File: src/stiic_pkg.sv
// shared constants, register map and helper functions for the switch integrity checks
package stiic_pkg;

  // ----------------------------------------------------------------
  // timing
  // ----------------------------------------------------------------
  localparam int unsigned CLK_PERIOD_NS = 5;
  localparam int unsigned NS_PER_MS = 1000000;
  localparam int unsigned MS_CYCLES = NS_PER_MS / CLK_PERIOD_NS;
  localparam int unsigned TIMEOUT_MS = 50;
  localparam int unsigned STAMP_W = 8;
  localparam int unsigned TICK_W = 18;

  // ----------------------------------------------------------------
  // register byte offsets
  // ----------------------------------------------------------------
  localparam logic [7:0] TO_CTL_OFS = 8'h00;
  localparam logic [7:0] TO_STS_OFS = 8'h04;
  localparam logic [7:0] TO_CNT_OFS = 8'h08;
  localparam logic [7:0] TO_RCTL_OFS = 8'h0C;
  localparam logic [7:0] BR_CMD_OFS = 8'h10;
  localparam logic [7:0] DEV_CTL_OFS = 8'h14;
  localparam logic [7:0] PE_STS_OFS = 8'h18;
  localparam logic [7:0] PE_CNT_OFS = 8'h1C;
  localparam logic [7:0] PE_RCTL_OFS = 8'h20;
  localparam logic [7:0] PE_CTL_OFS = 8'h24;
  localparam logic [7:0] PP_CTL_OFS = 8'h28;

  // ----------------------------------------------------------------
  // field positions and reset values
  // ----------------------------------------------------------------
  localparam int unsigned TO_EN_BIT = 0;
  localparam int unsigned SERR_EN_BIT = 8;
  localparam int unsigned COR_EN_BIT = 0;
  localparam int unsigned NF_EN_BIT = 1;
  localparam int unsigned FAT_EN_BIT = 2;
  localparam int unsigned UR_EN_BIT = 3;
  localparam int unsigned PCHK_DIS_BIT = 0;
  localparam int unsigned PINJ_BIT = 1;
  localparam int unsigned PLEN_LSB = 16;
  localparam int unsigned LEN_W = 10;
  localparam int unsigned FRO_BIT = 0;
  localparam int unsigned ROV_BIT = 1;
  localparam int unsigned FNS_BIT = 2;
  localparam int unsigned NSV_BIT = 3;
  localparam int unsigned HDR_RO_BIT = 13;
  localparam int unsigned HDR_NS_BIT = 12;
  localparam int unsigned HDR_TYPE_LSB = 24;
  localparam int unsigned CNT_W = 8;
  localparam logic [7:0] TO_RCTL_RST = 8'h82;
  localparam logic [1:0] PE_RCTL_RST = 2'h2;
  localparam logic [CNT_W-1:0] CNT_MAX = 8'hFF;

  // ----------------------------------------------------------------
  // enumerations
  // ----------------------------------------------------------------
  typedef enum logic [1:0] {
    STIIC_POSTED = 2'b00,
    STIIC_NONPOSTED = 2'b01,
    STIIC_COMPLETION = 2'b10,
    STIIC_INSERTED = 2'b11
  } stiic_kind_e;

  typedef enum logic [1:0] {
    STIIC_SEV_NONE = 2'b00,
    STIIC_SEV_COR = 2'b01,
    STIIC_SEV_NONFATAL = 2'b10,
    STIIC_SEV_FATAL = 2'b11
  } stiic_sev_e;

  // ----------------------------------------------------------------
  // functions
  // ----------------------------------------------------------------
  // even parity bit: data and parity together hold an even number of ones
  function automatic logic dword_parity(input logic [31:0] d);
    dword_parity = ^d;
  endfunction

  // io (00010), config (0010x) and message (10xxx) requests keep their attributes
  function automatic logic attr_applicable(input logic [4:0] t);
    attr_applicable = !((t == 5'h02) || (t[4:1] == 4'h2) || (t[4:3] == 2'h2));
  endfunction

  // saturating count, cleared by a read; an event in the read cycle survives as one
  function automatic logic [CNT_W-1:0] sat_count(input logic [CNT_W-1:0] c, input logic inc, input logic clr);
    if (clr) begin
      sat_count = inc ? 8'h01 : 8'h00;
    end else if (inc && (c != CNT_MAX)) begin
      sat_count = c + 8'h01;
    end else begin
      sat_count = c;
    end
  endfunction

  // severity allowed through the command and device-control enables
  function automatic logic sev_allowed(input logic [1:0] sev, input logic serr, input logic [3:0] en);
    unique case (sev)
      STIIC_SEV_NONE: sev_allowed = 1'b0;
      STIIC_SEV_COR: sev_allowed = en[COR_EN_BIT];
      STIIC_SEV_NONFATAL: sev_allowed = en[NF_EN_BIT] | serr;
      STIIC_SEV_FATAL: sev_allowed = en[FAT_EN_BIT] | serr;
    endcase
  endfunction

endpackage

File: src/stiic_core.sv
// per-port packet integrity logic: head-of-queue time-outs, end-to-end parity, attribute forcing
// Contract
// - with time-out enabled, discard head packets older than 50 ms; off after reset
// - a time-out discard sets the status bit of the packet's type
// - a time-out discard bumps a saturating per-type count; reading clears it atomically
// - time-out messages follow per-type policy, gated by system-error and severity enables
// - one time-out message per status rise; none again until cleared and set
// - reset policy: posted and inserted report nonfatal; non-posted and completion silent
// - a time-out during a broadcast packet aborts it, maybe partly sent
// - ingress checks link crc, makes dword parity; crc error forces partner resend
// - changes inside the switch update parity incrementally, never regenerate it
// - egress checks parity while computing outgoing crc; clean packets send that crc inverted
// - egress parity error nullifies: the computed crc sent uninverted and an edb ending
// - a parity error sets parity status and bumps a saturating clear-on-read count
// - packet memories are parity protected; their errors surface via end-to-end check
// - one parity message per status rise when enabled; no repeat until cleared
// - check disable suppresses parity checking only; generation always stays on
// - injection inverts parity of every dword when header length matches programmed length
// - reset: parity checking on, errors reported as nonfatal
// - switch-made packets get parity at birth; consumed ones are checked, bad ones dropped
// - forced relaxed ordering overwrites that attribute except config, io and message requests
// - forced no snoop overwrites that attribute with the same exclusions
`timescale 1ns/100ps
module stiic_core #(
  parameter int unsigned MS_CYCLES = stiic_pkg::MS_CYCLES
) (
  input wire logic clk_i,
  input wire logic rst_i,
  input wire logic wb_cyc_i,
  input wire logic wb_stb_i,
  input wire logic wb_we_i,
  input wire logic [7:0] wb_adr_i,
  input wire logic [3:0] wb_sel_i,
  input wire logic [31:0] wb_dat_i,
  output logic [31:0] wb_dat_o,
  output logic wb_ack_o,
  input wire logic hoq_check_i,
  input wire stiic_pkg::stiic_kind_e hoq_kind_i,
  input wire logic [stiic_pkg::STAMP_W-1:0] hoq_stamp_i,
  input wire logic hoq_broadcast_i,
  output logic [stiic_pkg::STAMP_W-1:0] entry_stamp_o,
  output logic hoq_discard_o,
  output logic hoq_pass_o,
  output logic bcast_abort_o,
  input wire logic rx_valid_i,
  input wire logic rx_sop_i,
  input wire logic rx_eop_i,
  input wire logic [31:0] rx_data_i,
  input wire logic rx_lcrc_err_i,
  output logic retry_req_o,
  output logic core_valid_o,
  output logic core_sop_o,
  output logic core_eop_o,
  output logic [31:0] core_data_o,
  output logic core_par_o,
  output logic core_drop_o,
  input wire logic loc_valid_i,
  input wire logic [31:0] loc_data_i,
  output logic loc_valid_o,
  output logic [31:0] loc_data_o,
  output logic loc_par_o,
  input wire logic eg_valid_i,
  input wire logic eg_sop_i,
  input wire logic eg_eop_i,
  input wire logic [31:0] eg_data_i,
  input wire logic eg_par_i,
  input wire logic eg_consume_i,
  output logic tx_valid_o,
  output logic tx_sop_o,
  output logic tx_eop_o,
  output logic [31:0] tx_data_o,
  output logic [31:0] tx_lcrc_o,
  output logic tx_edb_o,
  output logic consume_ok_o,
  output logic consume_discard_o,
  output logic err_msg_valid_o,
  output stiic_pkg::stiic_sev_e err_msg_sev_o
);
  import stiic_pkg::*;

  // ----------------------------------------------------------------
  // registers
  // ----------------------------------------------------------------
  logic timeout_enable_bit;
  logic [3:0] timeout_status_reg;
  logic [CNT_W-1:0] to_cnt [4];
  logic [7:0] timeout_report_control_reg;
  logic system_error_enable;
  logic [3:0] dev_en;
  logic parity_error_status_bit;
  logic [CNT_W-1:0] parity_error_count_field;
  logic [1:0] parity_report_control_reg;
  logic parity_check_disable;
  logic bad_parity_inject;
  logic [LEN_W-1:0] inject_len;
  logic [3:0] packet_processing_control_reg;

  logic [TICK_W-1:0] tick_cnt;
  logic [STAMP_W-1:0] ms_now;
  logic inj_hold;
  logic eg_err_seen;
  logic [4:0] msg_pend;

  logic bus_req;
  logic wr_en;
  logic rd_en;
  logic [31:0] rd_mux;
  logic [31:0] wr_word;
  logic [31:0] clr_word;
  logic [STAMP_W-1:0] age;
  logic expired;
  logic [3:0] to_set;
  logic pe_event;
  logic inj_match;
  logic [31:0] rx_mod;
  logic rx_par;
  logic eg_bad_now;
  logic eg_pkt_bad;
  logic [31:0] crc_next;
  logic [4:0] new_pend;
  logic [4:0] grant;

  // ----------------------------------------------------------------
  // wishbone classic slave: ack one cycle after the strobe, then drop
  // ----------------------------------------------------------------
  assign bus_req = wb_cyc_i & wb_stb_i & ~wb_ack_o;
  assign wr_en = bus_req & wb_we_i;
  assign rd_en = bus_req & ~wb_we_i;

  function automatic logic [31:0] lane_merge(input logic [31:0] old, input logic [31:0] nw, input logic [3:0] sel);
    for (int b = 0; b < 4; b++) begin
      old[b*8 +: 8] = sel[b] ? nw[b*8 +: 8] : old[b*8 +: 8];
    end
    lane_merge = old;
  endfunction

  function automatic logic [31:0] w1c_mask(input logic [31:0] d, input logic [3:0] sel);
    w1c_mask = lane_merge(32'h00000000, d, sel);
  endfunction

  // written lanes merged over the current value, so unselected bytes keep their contents
  assign wr_word = lane_merge(rd_mux, wb_dat_i, wb_sel_i);
  assign clr_word = w1c_mask(wb_dat_i, wb_sel_i);

  always_comb begin
    rd_mux = 32'h00000000;
    unique case (wb_adr_i)
      TO_CTL_OFS: rd_mux[TO_EN_BIT] = timeout_enable_bit;
      TO_STS_OFS: rd_mux[3:0] = timeout_status_reg;
      TO_CNT_OFS: rd_mux = {to_cnt[3], to_cnt[2], to_cnt[1], to_cnt[0]};
      TO_RCTL_OFS: rd_mux[7:0] = timeout_report_control_reg;
      BR_CMD_OFS: rd_mux[SERR_EN_BIT] = system_error_enable;
      DEV_CTL_OFS: rd_mux[3:0] = dev_en;
      PE_STS_OFS: rd_mux[0] = parity_error_status_bit;
      PE_CNT_OFS: rd_mux[CNT_W-1:0] = parity_error_count_field;
      PE_RCTL_OFS: rd_mux[1:0] = parity_report_control_reg;
      PE_CTL_OFS: begin
        rd_mux[PCHK_DIS_BIT] = parity_check_disable;
        rd_mux[PINJ_BIT] = bad_parity_inject;
        rd_mux[PLEN_LSB +: LEN_W] = inject_len;
      end
      PP_CTL_OFS: rd_mux[3:0] = packet_processing_control_reg;
      default: rd_mux = 32'h00000000;
    endcase
  end

  always_ff @(posedge clk_i) begin
    if (rst_i) begin
      wb_ack_o <= 1'b0;
      wb_dat_o <= 32'h00000000;
    end else begin
      wb_ack_o <= bus_req;
      wb_dat_o <= rd_en ? rd_mux : 32'h00000000;
    end
  end

  // plain read-write control registers
  always_ff @(posedge clk_i) begin
    if (rst_i) begin
      timeout_enable_bit <= 1'b0;
      timeout_report_control_reg <= TO_RCTL_RST;
      system_error_enable <= 1'b0;
      dev_en <= 4'h0;
      parity_report_control_reg <= PE_RCTL_RST;
      parity_check_disable <= 1'b0;
      bad_parity_inject <= 1'b0;
      inject_len <= 10'h000;
      packet_processing_control_reg <= 4'h0;
    end else if (wr_en) begin
      unique case (wb_adr_i)
        TO_CTL_OFS: timeout_enable_bit <= wr_word[TO_EN_BIT];
        TO_RCTL_OFS: timeout_report_control_reg <= wr_word[7:0];
        BR_CMD_OFS: system_error_enable <= wr_word[SERR_EN_BIT];
        DEV_CTL_OFS: dev_en <= wr_word[3:0];
        PE_RCTL_OFS: parity_report_control_reg <= wr_word[1:0];
        PE_CTL_OFS: begin
          parity_check_disable <= wb_sel_i[0] ? wb_dat_i[PCHK_DIS_BIT] : parity_check_disable;
          bad_parity_inject <= wb_sel_i[0] ? wb_dat_i[PINJ_BIT] : bad_parity_inject;
          inject_len[7:0] <= wb_sel_i[2] ? wb_dat_i[PLEN_LSB +: 8] : inject_len[7:0];
          inject_len[9:8] <= wb_sel_i[3] ? wb_dat_i[PLEN_LSB+8 +: 2] : inject_len[9:8];
        end
        PP_CTL_OFS: packet_processing_control_reg <= wr_word[3:0];
        default: begin
        end
      endcase
    end
  end

  // ----------------------------------------------------------------
  // time base and head-of-queue age check
  // ----------------------------------------------------------------
  // the 8-bit stamp wraps after 256 ms; a packet held longer than that can alias young
  always_ff @(posedge clk_i) begin
    if (rst_i) begin
      tick_cnt <= '0;
      ms_now <= '0;
      entry_stamp_o <= '0;
    end else begin
      if (tick_cnt == TICK_W'(MS_CYCLES - 1)) begin
        tick_cnt <= '0;
        ms_now <= ms_now + 8'h01;
      end else begin
        tick_cnt <= tick_cnt + 18'h00001;
      end
      entry_stamp_o <= ms_now;
    end
  end

  assign age = ms_now - hoq_stamp_i;
  assign expired = hoq_check_i & timeout_enable_bit & (age > STAMP_W'(TIMEOUT_MS));

  always_comb begin
    to_set = 4'h0;
    to_set[hoq_kind_i] = expired;
  end

  always_ff @(posedge clk_i) begin
    if (rst_i) begin
      hoq_discard_o <= 1'b0;
      hoq_pass_o <= 1'b0;
      bcast_abort_o <= 1'b0;
    end else begin
      hoq_discard_o <= expired;
      hoq_pass_o <= hoq_check_i & ~expired;
      bcast_abort_o <= expired & hoq_broadcast_i;
    end
  end

  // ----------------------------------------------------------------
  // status and counts: hardware set wins over a same-cycle clear
  // ----------------------------------------------------------------
  always_ff @(posedge clk_i) begin
    if (rst_i) begin
      timeout_status_reg <= 4'h0;
      parity_error_status_bit <= 1'b0;
    end else begin
      timeout_status_reg <= (timeout_status_reg & ~((wr_en && wb_adr_i == TO_STS_OFS) ?
                            clr_word[3:0] : 4'h0)) | to_set;
      parity_error_status_bit <= (parity_error_status_bit & ~((wr_en && wb_adr_i == PE_STS_OFS) ?
                                 wb_dat_i[0] & wb_sel_i[0] : 1'b0)) | pe_event;
    end
  end

  always_ff @(posedge clk_i) begin
    if (rst_i) begin
      for (int k = 0; k < 4; k++) begin
        to_cnt[k] <= '0;
      end
      parity_error_count_field <= '0;
    end else begin
      for (int k = 0; k < 4; k++) begin
        to_cnt[k] <= sat_count(to_cnt[k], to_set[k], rd_en && wb_adr_i == TO_CNT_OFS);
      end
      parity_error_count_field <= sat_count(parity_error_count_field, pe_event,
                                            rd_en && wb_adr_i == PE_CNT_OFS);
    end
  end

  // ----------------------------------------------------------------
  // error messages: one per status rise, queued one per cycle
  // ----------------------------------------------------------------
  always_comb begin
    for (int k = 0; k < 4; k++) begin
      new_pend[k] = to_set[k] & ~timeout_status_reg[k] &
                    sev_allowed(timeout_report_control_reg[k*2 +: 2], system_error_enable, dev_en);
    end
    new_pend[4] = pe_event & ~parity_error_status_bit &
                  sev_allowed(parity_report_control_reg, system_error_enable, dev_en);
    grant = msg_pend & (~msg_pend + 5'h01);
  end

  always_ff @(posedge clk_i) begin
    if (rst_i) begin
      msg_pend <= 5'h00;
      err_msg_valid_o <= 1'b0;
      err_msg_sev_o <= STIIC_SEV_NONE;
    end else begin
      msg_pend <= (msg_pend & ~grant) | new_pend;
      err_msg_valid_o <= |grant;
      err_msg_sev_o <= STIIC_SEV_NONE;
      for (int k = 0; k < 4; k++) begin
        if (grant[k]) begin
          err_msg_sev_o <= stiic_sev_e'(timeout_report_control_reg[k*2 +: 2]);
        end
      end
      if (grant[4]) begin
        err_msg_sev_o <= stiic_sev_e'(parity_report_control_reg);
      end
    end
  end

  // ----------------------------------------------------------------
  // ingress: parity generation, attribute forcing, injection
  // ----------------------------------------------------------------
  assign inj_match = rx_sop_i ? (rx_data_i[LEN_W-1:0] == inject_len) : inj_hold;

  always_comb begin
    rx_mod = rx_data_i;
    if (rx_sop_i && attr_applicable(rx_data_i[HDR_TYPE_LSB +: 5])) begin
      if (packet_processing_control_reg[FRO_BIT]) begin
        rx_mod[HDR_RO_BIT] = packet_processing_control_reg[ROV_BIT];
      end
      if (packet_processing_control_reg[FNS_BIT]) begin
        rx_mod[HDR_NS_BIT] = packet_processing_control_reg[NSV_BIT];
      end
    end
    // parity of the received dword, then patched for each flipped bit so upstream faults survive
    rx_par = dword_parity(rx_data_i) ^ (rx_data_i[HDR_RO_BIT] ^ rx_mod[HDR_RO_BIT]) ^
             (rx_data_i[HDR_NS_BIT] ^ rx_mod[HDR_NS_BIT]) ^ (bad_parity_inject & inj_match);
  end

  always_ff @(posedge clk_i) begin
    if (rst_i) begin
      inj_hold <= 1'b0;
      core_valid_o <= 1'b0;
      core_sop_o <= 1'b0;
      core_eop_o <= 1'b0;
      core_data_o <= 32'h00000000;
      core_par_o <= 1'b0;
      core_drop_o <= 1'b0;
      retry_req_o <= 1'b0;
    end else begin
      if (rx_valid_i && rx_sop_i) begin
        inj_hold <= inj_match;
      end
      core_valid_o <= rx_valid_i;
      core_sop_o <= rx_valid_i & rx_sop_i;
      core_eop_o <= rx_valid_i & rx_eop_i;
      core_data_o <= rx_mod;
      core_par_o <= rx_par;
      core_drop_o <= rx_valid_i & rx_eop_i & rx_lcrc_err_i;
      retry_req_o <= rx_valid_i & rx_eop_i & rx_lcrc_err_i;
    end
  end

  // switch-generated dwords get parity as they are made
  always_ff @(posedge clk_i) begin
    if (rst_i) begin
      loc_valid_o <= 1'b0;
      loc_data_o <= 32'h00000000;
      loc_par_o <= 1'b0;
    end else begin
      loc_valid_o <= loc_valid_i;
      loc_data_o <= loc_data_i;
      loc_par_o <= dword_parity(loc_data_i);
    end
  end

  // ----------------------------------------------------------------
  // egress: parity check alongside the link crc
  // ----------------------------------------------------------------
  // stored parity travels with the data through every packet memory, so a memory
  // upset shows up here rather than needing its own checker
  assign eg_bad_now = eg_valid_i & (dword_parity(eg_data_i) ^ eg_par_i) & ~parity_check_disable;
  assign eg_pkt_bad = eg_bad_now | (eg_err_seen & ~eg_sop_i);
  assign pe_event = eg_valid_i & eg_eop_i & eg_pkt_bad;

  stiic_lcrc u_lcrc (
    .clk_i(clk_i),
    .rst_i(rst_i),
    .valid_i(eg_valid_i),
    .sop_i(eg_sop_i),
    .data_i(eg_data_i),
    .crc_next_o(crc_next)
  );

  always_ff @(posedge clk_i) begin
    if (rst_i) begin
      eg_err_seen <= 1'b0;
      tx_valid_o <= 1'b0;
      tx_sop_o <= 1'b0;
      tx_eop_o <= 1'b0;
      tx_data_o <= 32'h00000000;
      tx_lcrc_o <= 32'h00000000;
      tx_edb_o <= 1'b0;
      consume_ok_o <= 1'b0;
      consume_discard_o <= 1'b0;
    end else begin
      if (eg_valid_i) begin
        eg_err_seen <= eg_pkt_bad & ~eg_eop_i;
      end
      tx_valid_o <= eg_valid_i & ~eg_consume_i;
      tx_sop_o <= eg_valid_i & eg_sop_i & ~eg_consume_i;
      tx_eop_o <= eg_valid_i & eg_eop_i & ~eg_consume_i;
      tx_data_o <= eg_data_i;
      if (eg_valid_i && eg_eop_i && !eg_consume_i) begin
        tx_lcrc_o <= eg_pkt_bad ? crc_next : ~crc_next;
      end
      tx_edb_o <= eg_valid_i & eg_eop_i & ~eg_consume_i & eg_pkt_bad;
      consume_ok_o <= eg_valid_i & eg_eop_i & eg_consume_i & ~eg_pkt_bad;
      consume_discard_o <= eg_valid_i & eg_eop_i & eg_consume_i & eg_pkt_bad;
    end
  end
endmodule

File: src/stiic_lcrc.sv
// running 32-bit link crc over one dword per clock
`timescale 1ns/100ps
module stiic_lcrc (
  input wire logic clk_i,
  input wire logic rst_i,
  input wire logic valid_i,
  input wire logic sop_i,
  input wire logic [31:0] data_i,
  output logic [31:0] crc_next_o
);
  import stiic_pkg::*;

  localparam logic [31:0] POLY = 32'h04C11DB7;
  localparam logic [31:0] SEED = 32'hFFFFFFFF;

  logic [31:0] crc;

  // ----------------------------------------------------------------
  // one dword of crc update
  // ----------------------------------------------------------------
  function automatic logic [31:0] crc_step(input logic [31:0] c, input logic [31:0] d);
    logic [31:0] r;
    r = c;
    for (int i = 31; i >= 0; i--) begin
      r = (r[31] ^ d[i]) ? ((r << 1) ^ POLY) : (r << 1);
    end
    crc_step = r;
  endfunction

  always_comb begin
    crc_next_o = crc_step(sop_i ? SEED : crc, data_i);
  end

  always_ff @(posedge clk_i) begin
    if (rst_i) begin
      crc <= SEED;
    end else if (valid_i) begin
      crc <= crc_next_o;
    end
  end
endmodule

File: config.mk
export PLATFORM = sky130hd
export DESIGN_NAME = stiic_core
export DESIGN_NICKNAME = d
export VERILOG_FILES = /design/src/stiic_pkg.sv /design/src/stiic_core.sv /design/src/stiic_lcrc.sv
export SDC_FILE = /design/constraint.sdc
export NUM_CORES = 1
export LEC_CHECK = 0
export BUFFER_PORTS_ARGS = -buffer_cell sky130_fd_sc_hd__buf_2
export CAP_MARGIN = 0
export CELL_PAD_IN_SITES_DETAIL_PLACEMENT = 2
export CELL_PAD_IN_SITES_GLOBAL_PLACEMENT = 2
export CORE_ASPECT_RATIO = 0.75
export CORE_MARGIN = 3
export CORE_UTILIZATION = 34
export DETAILED_ROUTE_END_ITERATION = 16
export GPL_TIMING_DRIVEN = 0
export PLACE_DENSITY_LB_ADDON = 0.1
export SYNTH_ARGS = -nofsm -noshare
export SYNTH_HDL_FRONTEND = slang
export SYNTH_SLANG_ARGS = --single-unit
File: constraint.sdc
create_clock -name clk_i -period 6.2 [get_ports clk_i]
set_input_delay 1.24 -clock clk_i [delete_from_list [all_inputs] [get_ports clk_i]]
set_output_delay 1.24 -clock clk_i [all_outputs]
set_load 0.03 [all_outputs]
== After elaboration in Yosys (flattened, before gate mapping) ==
Memory sizes are Yosys's and may differ from the RTL's.
Cells that the tools add are included.
Storage, ports and cells
  input bits: 167
  output and inout port bits: 189
  memories kept: 1
  register bits after elaboration: 298
  memory bits (writable): 32
  word-level logic and storage cells: 364
Memory list
  to_cnt: words 4, width 8, rd ports 4, clocked after memory_dff 0, write ports 4, line stiic_core.sv:86  | logic [CNT_W-1:0] to_cnt [4];
Operators by class
  order comparisons: 3
  bitwise operators: 142
  add/subtract/negate cells: 9
  mux-type cells: 88
  equal/unequal tests: 35
  reduce and logical (&&, ||, !) cells: 41
Operators by type and width (number)
  27-bit two-way mux: 32
  14-bit inverter: 32
  8-bit two-way mux: 19
  32-bit XOR reduction: 3
  32-bit two-way mux: 2
  8-bit by 1-bit adder with 8-bit output (second input constant): 6
  8-bit inequality test (second input constant): 5
  1-bit bitwise AND: 38
  1-bit XOR: 38
  8-bit by 5-bit == test with 1-bit output (second input constant): 4
  32-bit inverter: 1
  8-bit by 6-bit == test with 1-bit output (second input constant): 3
  2-bit == test (second input constant): 11
  1-bit case mux with 4 select lines: 5
  10-bit case mux with 2 select lines: 1
  18-bit by 1-bit adder with 18-bit output (second input constant): 1
  18-bit == test (second input constant): 1
  8-bit by 4-bit == test with 1-bit output (second input constant): 2
  1-bit inverter: 16
  1-bit logical AND: 14
  1-bit two-way mux: 14
  2-bit two-way mux: 6
  2-bit case mux with 6 select lines: 1
  4-bit case mux with 3 select lines: 1
  other kinds (33): 62

== Logic depth before layout (Yosys ltp) ==
  word-level depth: 67
  mapped depth: 16
  mapped depth without buffers: 15

== Cells and area by module ==
From an unflattened synthesis, not the netlist that was laid out.
Unflattened totals
  cells, all modules: 1808
  area, all modules: 17725.8 µm²
By module, submodules not included
  stiic_core: area each 12415.7 µm², instances 1, cells each 1329, seq. area each 5965.7 µm²
  stiic_lcrc: area each 5310.1 µm², instances 1, cells each 479, seq. area each 640.6 µm²

== Worst setup path after synthesis ==
OpenSTA, ideal clock, no wires.
  path kind: input to register
  start point: input port eg_sop_i
  end point: register tx_lcrc_o[9]
  data arrival time: 4.664 ns
  data required time: 6.121 ns
  path slack: 1.457 ns
  buffers on the path: 2
  setup time: 0.079 ns
  cell stages on the path: 13
  path through: buf_6 buf_8 nor2_2 xnor2_1 xnor3_1 xor2_2 xor2_2 xnor3_2 xor2_4 xnor3_2 xor2_2 xnor2_1 a211oi_2
On the way
  word-level cells in the longest chain between the ends: 44
  elaborated cells between the ends (all ways): 95
  classes of those cells: 34 x mux; 61 x bitwise
RTL lines
  from (decl): line stiic_core.sv:63  | input wire logic eg_sop_i,
  32-bit two-way mux: line stiic_lcrc.sv:31  | crc_next_o = crc_step(sop_i ? SEED : crc, data_i);
  1-bit XOR / 14-bit inverter (equally long branches)
  27-bit two-way mux: line stiic_lcrc.sv:25  | r = (r[31] ^ d[i]) ? ((r << 1) ^ POLY) : (r << 1);
  14-bit inverter (no line)
  27-bit two-way mux: line stiic_lcrc.sv:25
  14-bit inverter (no line)
  27-bit two-way mux (4 in series): line stiic_lcrc.sv:25
  14-bit inverter (no line)
  [... 23 more ...]
  14-bit inverter (no line)
  27-bit two-way mux (2 in series): line stiic_lcrc.sv:25
  14-bit inverter (no line)
  27-bit two-way mux: line stiic_lcrc.sv:25
  14-bit inverter (no line)
  27-bit two-way mux (2 in series): line stiic_lcrc.sv:25
  32-bit inverter: line stiic_core.sv:407  | tx_lcrc_o <= eg_pkt_bad ? crc_next : ~crc_next;
  32-bit two-way mux *: line stiic_core.sv:407
  to (signal assigned): line stiic_core.sv:407
  to (decl): line stiic_core.sv:72  | output logic [31:0] tx_lcrc_o,
Mark *: on every way between the ends. The rest lies on a longest branch, timed or not.
A chain may end at the register's enable or synchronous reset.

== Final worst setup path ==
  start point: input port eg_sop_i
  end point: register u_lcrc.crc[6]
On the way
  word-level cells in the longest chain between the ends: 42
  elaborated cells between the ends (all ways): 90
  classes of those cells: 33 x mux; 57 x bitwise
RTL lines
  32-bit two-way mux *: line stiic_lcrc.sv:31
  1-bit XOR / 14-bit inverter (equally long branches)
  27-bit two-way mux: line stiic_lcrc.sv:25
  14-bit inverter (no line)
  27-bit two-way mux (2 in series): line stiic_lcrc.sv:25
  14-bit inverter (no line)
  27-bit two-way mux: line stiic_lcrc.sv:25
  14-bit inverter (no line)
  [... 23 more ...]
  14-bit inverter (no line)
  27-bit two-way mux: line stiic_lcrc.sv:25
  14-bit inverter (no line)
  27-bit two-way mux (2 in series): line stiic_lcrc.sv:25
  14-bit inverter (no line)
  27-bit two-way mux: line stiic_lcrc.sv:25
  14-bit inverter (no line)
  27-bit two-way mux * (2 in series): line stiic_lcrc.sv:25
  to (signal assigned): line stiic_lcrc.sv:38  | crc <= crc_next_o;
  to (decl): line stiic_lcrc.sv:16  | logic [31:0] crc;
Marks and branches as above.

==> impl_metrics.tcl <==
set metrics [dict create \
    ff2ff_setup_slack_ns 1.48 \
    cp.arrival_ns 5.72 \
    cpMaxStageDelayCell "xnor3_2" \
    ys_seq_area_frac 0.389 \
    tightest_slew_ns 1.23 \
    critPathMaxStageDelay_ns 0.65 \
    cts_root_buf "clkbuf_16" \
    placed_area_sq_mm 0.0195 \
    vias_per_cell 5.02 \
    stdcell_area_sq_mm 0.0207 \
    synth.cell_area_sq_mm 0.0170 \
    syn_to_final_growth_pct 22.1 \
    critPathLaunchType "input port" \
    stdcell_count 2830 \
    drive_gt1_frac 0.221 \
    via_count 14200 \
    post_cts_resized 0 \
    path_clk_slew_ns 0.06 \
    setup_tns_ns 0 \
    drt_wl_total_um 65200 \
    synth-seq-cells 330 \
    synthesis.nets 1965 \
    yosys_warnings 0 \
    grt_pass1_wl_um 96600 \
    initial_core_util 0.346 \
    grt_overflow 0 \
    cts_buffers 38 \
    rsz0062_at_grt "no" \
    required_ns 6.58 \
    cts_tree "built" \
    place.gp.congestion 0.873 \
    setup_viol 0 \
    drc_errors 0 \
    hold_slack_ns 0.464 \
    crit_fanout 10 \
    track_usage 0.241 \
    min_period_ns 5.35 \
    hold_violations 0 \
    crit_chain "buf_6 -> buf_8 -> nor2_2 -> xnor2_1 -> xnor3_1 -> xor2_2 -> xor2_2 -> xnor3_2 -> xor2_4 -> xnor3_2 -> xor2_1 -> nor2_1 -> o21ai_0" \
    cts_buffer_depth 3 \
    io_pins 356 \
    grt_max_degree 14 \
    drv_slew 0 \
    die_h_um 200 \
    dp.cells 2762 \
    dieArea_sq_mm 0.0527 \
    drt_first_iter_violations 811 \
    hold_class "register to register" \
    cts_setup_buffers 0 \
    first_global_vias 14900 \
    max_cap_viol_count 0 \
    synth_edf_count 0 \
    ys_dominant_reg_cell "dfxtp_1" \
    antenna_found_initial 3 \
    netlist_instances 1781 \
    clk_latency_ns 0.56 \
    ctsHoldBuffers 0 \
    fin_nets 2338 \
    port_buffers 333 \
    fmax_mhz 187 \
    avgRoutedWirePerCell_um 23.1 \
    htree_levels 2 \
    core-area_sq_mm 0.0490 \
    cts.sinks 330 \
    status "finished, final reports clean" \
    dp.final_hpwl_um 51700 \
    synthDistinctLibCells 63 \
    num_rows 70 \
    ant_nets 0 \
    relSlewSlack 0.167 \
    syn_area_per_cell_sq_um 9.53 \
    critPathKind "input port to register" \
    endpoint_kind "register" \
    fin_worst_skew_ns 0.0175 \
    final.period_utilization 0.862 \
    first_pass_iters 5 \
    ys_async_sr_fraction 0 \
    die_w_um 264 \
]
==> synthesized netlist by cell type (all sizes together) (9+ instances only) <==
| cell type | instances | share of area |
|---|---|---|
| nand3 | 31 | 0.0091 |
| a211oi | 17 | 0.0084 |
| xnor2 | 314 | 0.18 |
| nand2 | 121 | 0.027 |
| ha | 16 | 0.012 |
| or3 | 11 | 0.0041 |
| inv | 29 | 0.0064 |
| a22o | 11 | 0.0057 |
| and2 | 21 | 0.0077 |
| nor2b | 104 | 0.038 |
| mux2i | 16 | 0.0094 |
| nand4 | 24 | 0.0088 |
| dfxtp | 330 | 0.39 |
| o21ai | 49 | 0.014 |
| xor2 | 121 | 0.068 |
| and3 | 15 | 0.0055 |
| nor4 | 9 | 0.0033 |
| xnor3 | 37 | 0.050 |
| nor3 | 19 | 0.0056 |
| buf | 24 | 0.011 |
| nor2 | 242 | 0.055 |
| a22oi | 12 | 0.0053 |
| clkbuf | 54 | 0.012 |
| a21oi | 76 | 0.022 |
==> cell usage in the layout (no fill, tap or decap), types with 8 or more instances in the layout <==
cell type,Yosys,routed
dfxtp_1,330,330
xor2_1,109,109
a22oi_1,12,12
mux2i_1,16,16
xnor2_1,286,286
o21ai_0,49,49
xnor2_2,21,21
buf_4,9,9
a211oi_1,14,14
a22o_1,11,11
clkbuf_8,0,8
nand3_1,31,31
clkbuf_1,54,59
clkinv_2,0,9
nand2_1,121,121
nand4_1,24,24
xnor3_2,8,8
inv_1,29,29
nor4_1,9,8
and2_1,21,21
and3_1,15,15
buf_2,5,338
or3_1,11,11
a21oi_1,76,76
xnor3_1,29,29
ha_1,16,16
nor3_1,19,18
xor2_2,11,11
nor2b_1,104,104
nor2_1,236,236
clkbuf_16,0,39
==> kinds of logic (layout without fill, tap and decap cells) <==
| group | count (synthesis) | after routing | share of synthesized area |
|---|---|---|---|
| AOI/OAI and AO/OA | 212 | 212 | 0.0786 |
| xor gates and xnor gates | 478 | 478 | 0.306 |
| adders and majority gates | 17 | 17 | 0.0130 |
| buffers and inverters | 109 | 509 | 0.0298 |
| DFF | 330 | 330 | 0.389 |
| muxes | 18 | 18 | 0.0108 |
| other | 0 | 1 | 0 |
| and+or+nand+nor | 617 | 617 | 0.173 |
==> final timing paths <==
| check | start | to | cells past startpoint |
|---|---|---|---|
| worst max-delay path | eg_sop_i | u_lcrc.crc[6] | 13 |
| worst min-delay path | tx_lcrc_o[3] | tx_lcrc_o[3] | 2 |
| worst max register to register | u_lcrc.crc[28] | u_lcrc.crc[6] | 12 |
| worst min register to register | tx_lcrc_o[3] | tx_lcrc_o[3] | 2 |
==> through the flow <==
step                setup WS [ns]   util
global route                0.770  0.423
floorplan                    1.46      -
detailed placement          0.518  0.397
finish                      0.854  0.423
CTS                          1.06  0.422
global placement            0.631  0.397
==> per-layer routing <==
metal,track usage,part of all wire,vias up
met5,0,0.00048,-
met4,0.0400,0.013,4
met3,0.0491,0.064,57
met2,0.347,0.41,357
met1,0.374,0.51,7170
li1,-,-,6626
==> critical path: cells and delay by family <==
| family | cells | cell delay (ns) |
|---|---|---|
| AND/OR/NAND/NOR | 2 | 0.50 |
| buffers and inverters | 2 | 0.31 |
| XOR/XNOR | 8 | 3.44 |
| AO/OA/AOI/OAI | 1 | 0.20 |
==> cell type report <==
type                    count  area [sq um]
well taps                 648           811
clock inverters            15           154
fillers                  5448         28300
repair buffers            333          1670
clock buffers              52          1100
diodes                      1          2.50
multi-input cells        1342          9880
plain buffers              78           389
inverters                  31           116
flip-flops and latches    330          6610
Power is not shown: default switching activity piles up to over one toggle a cycle in this logic, so the estimate is an artifact.
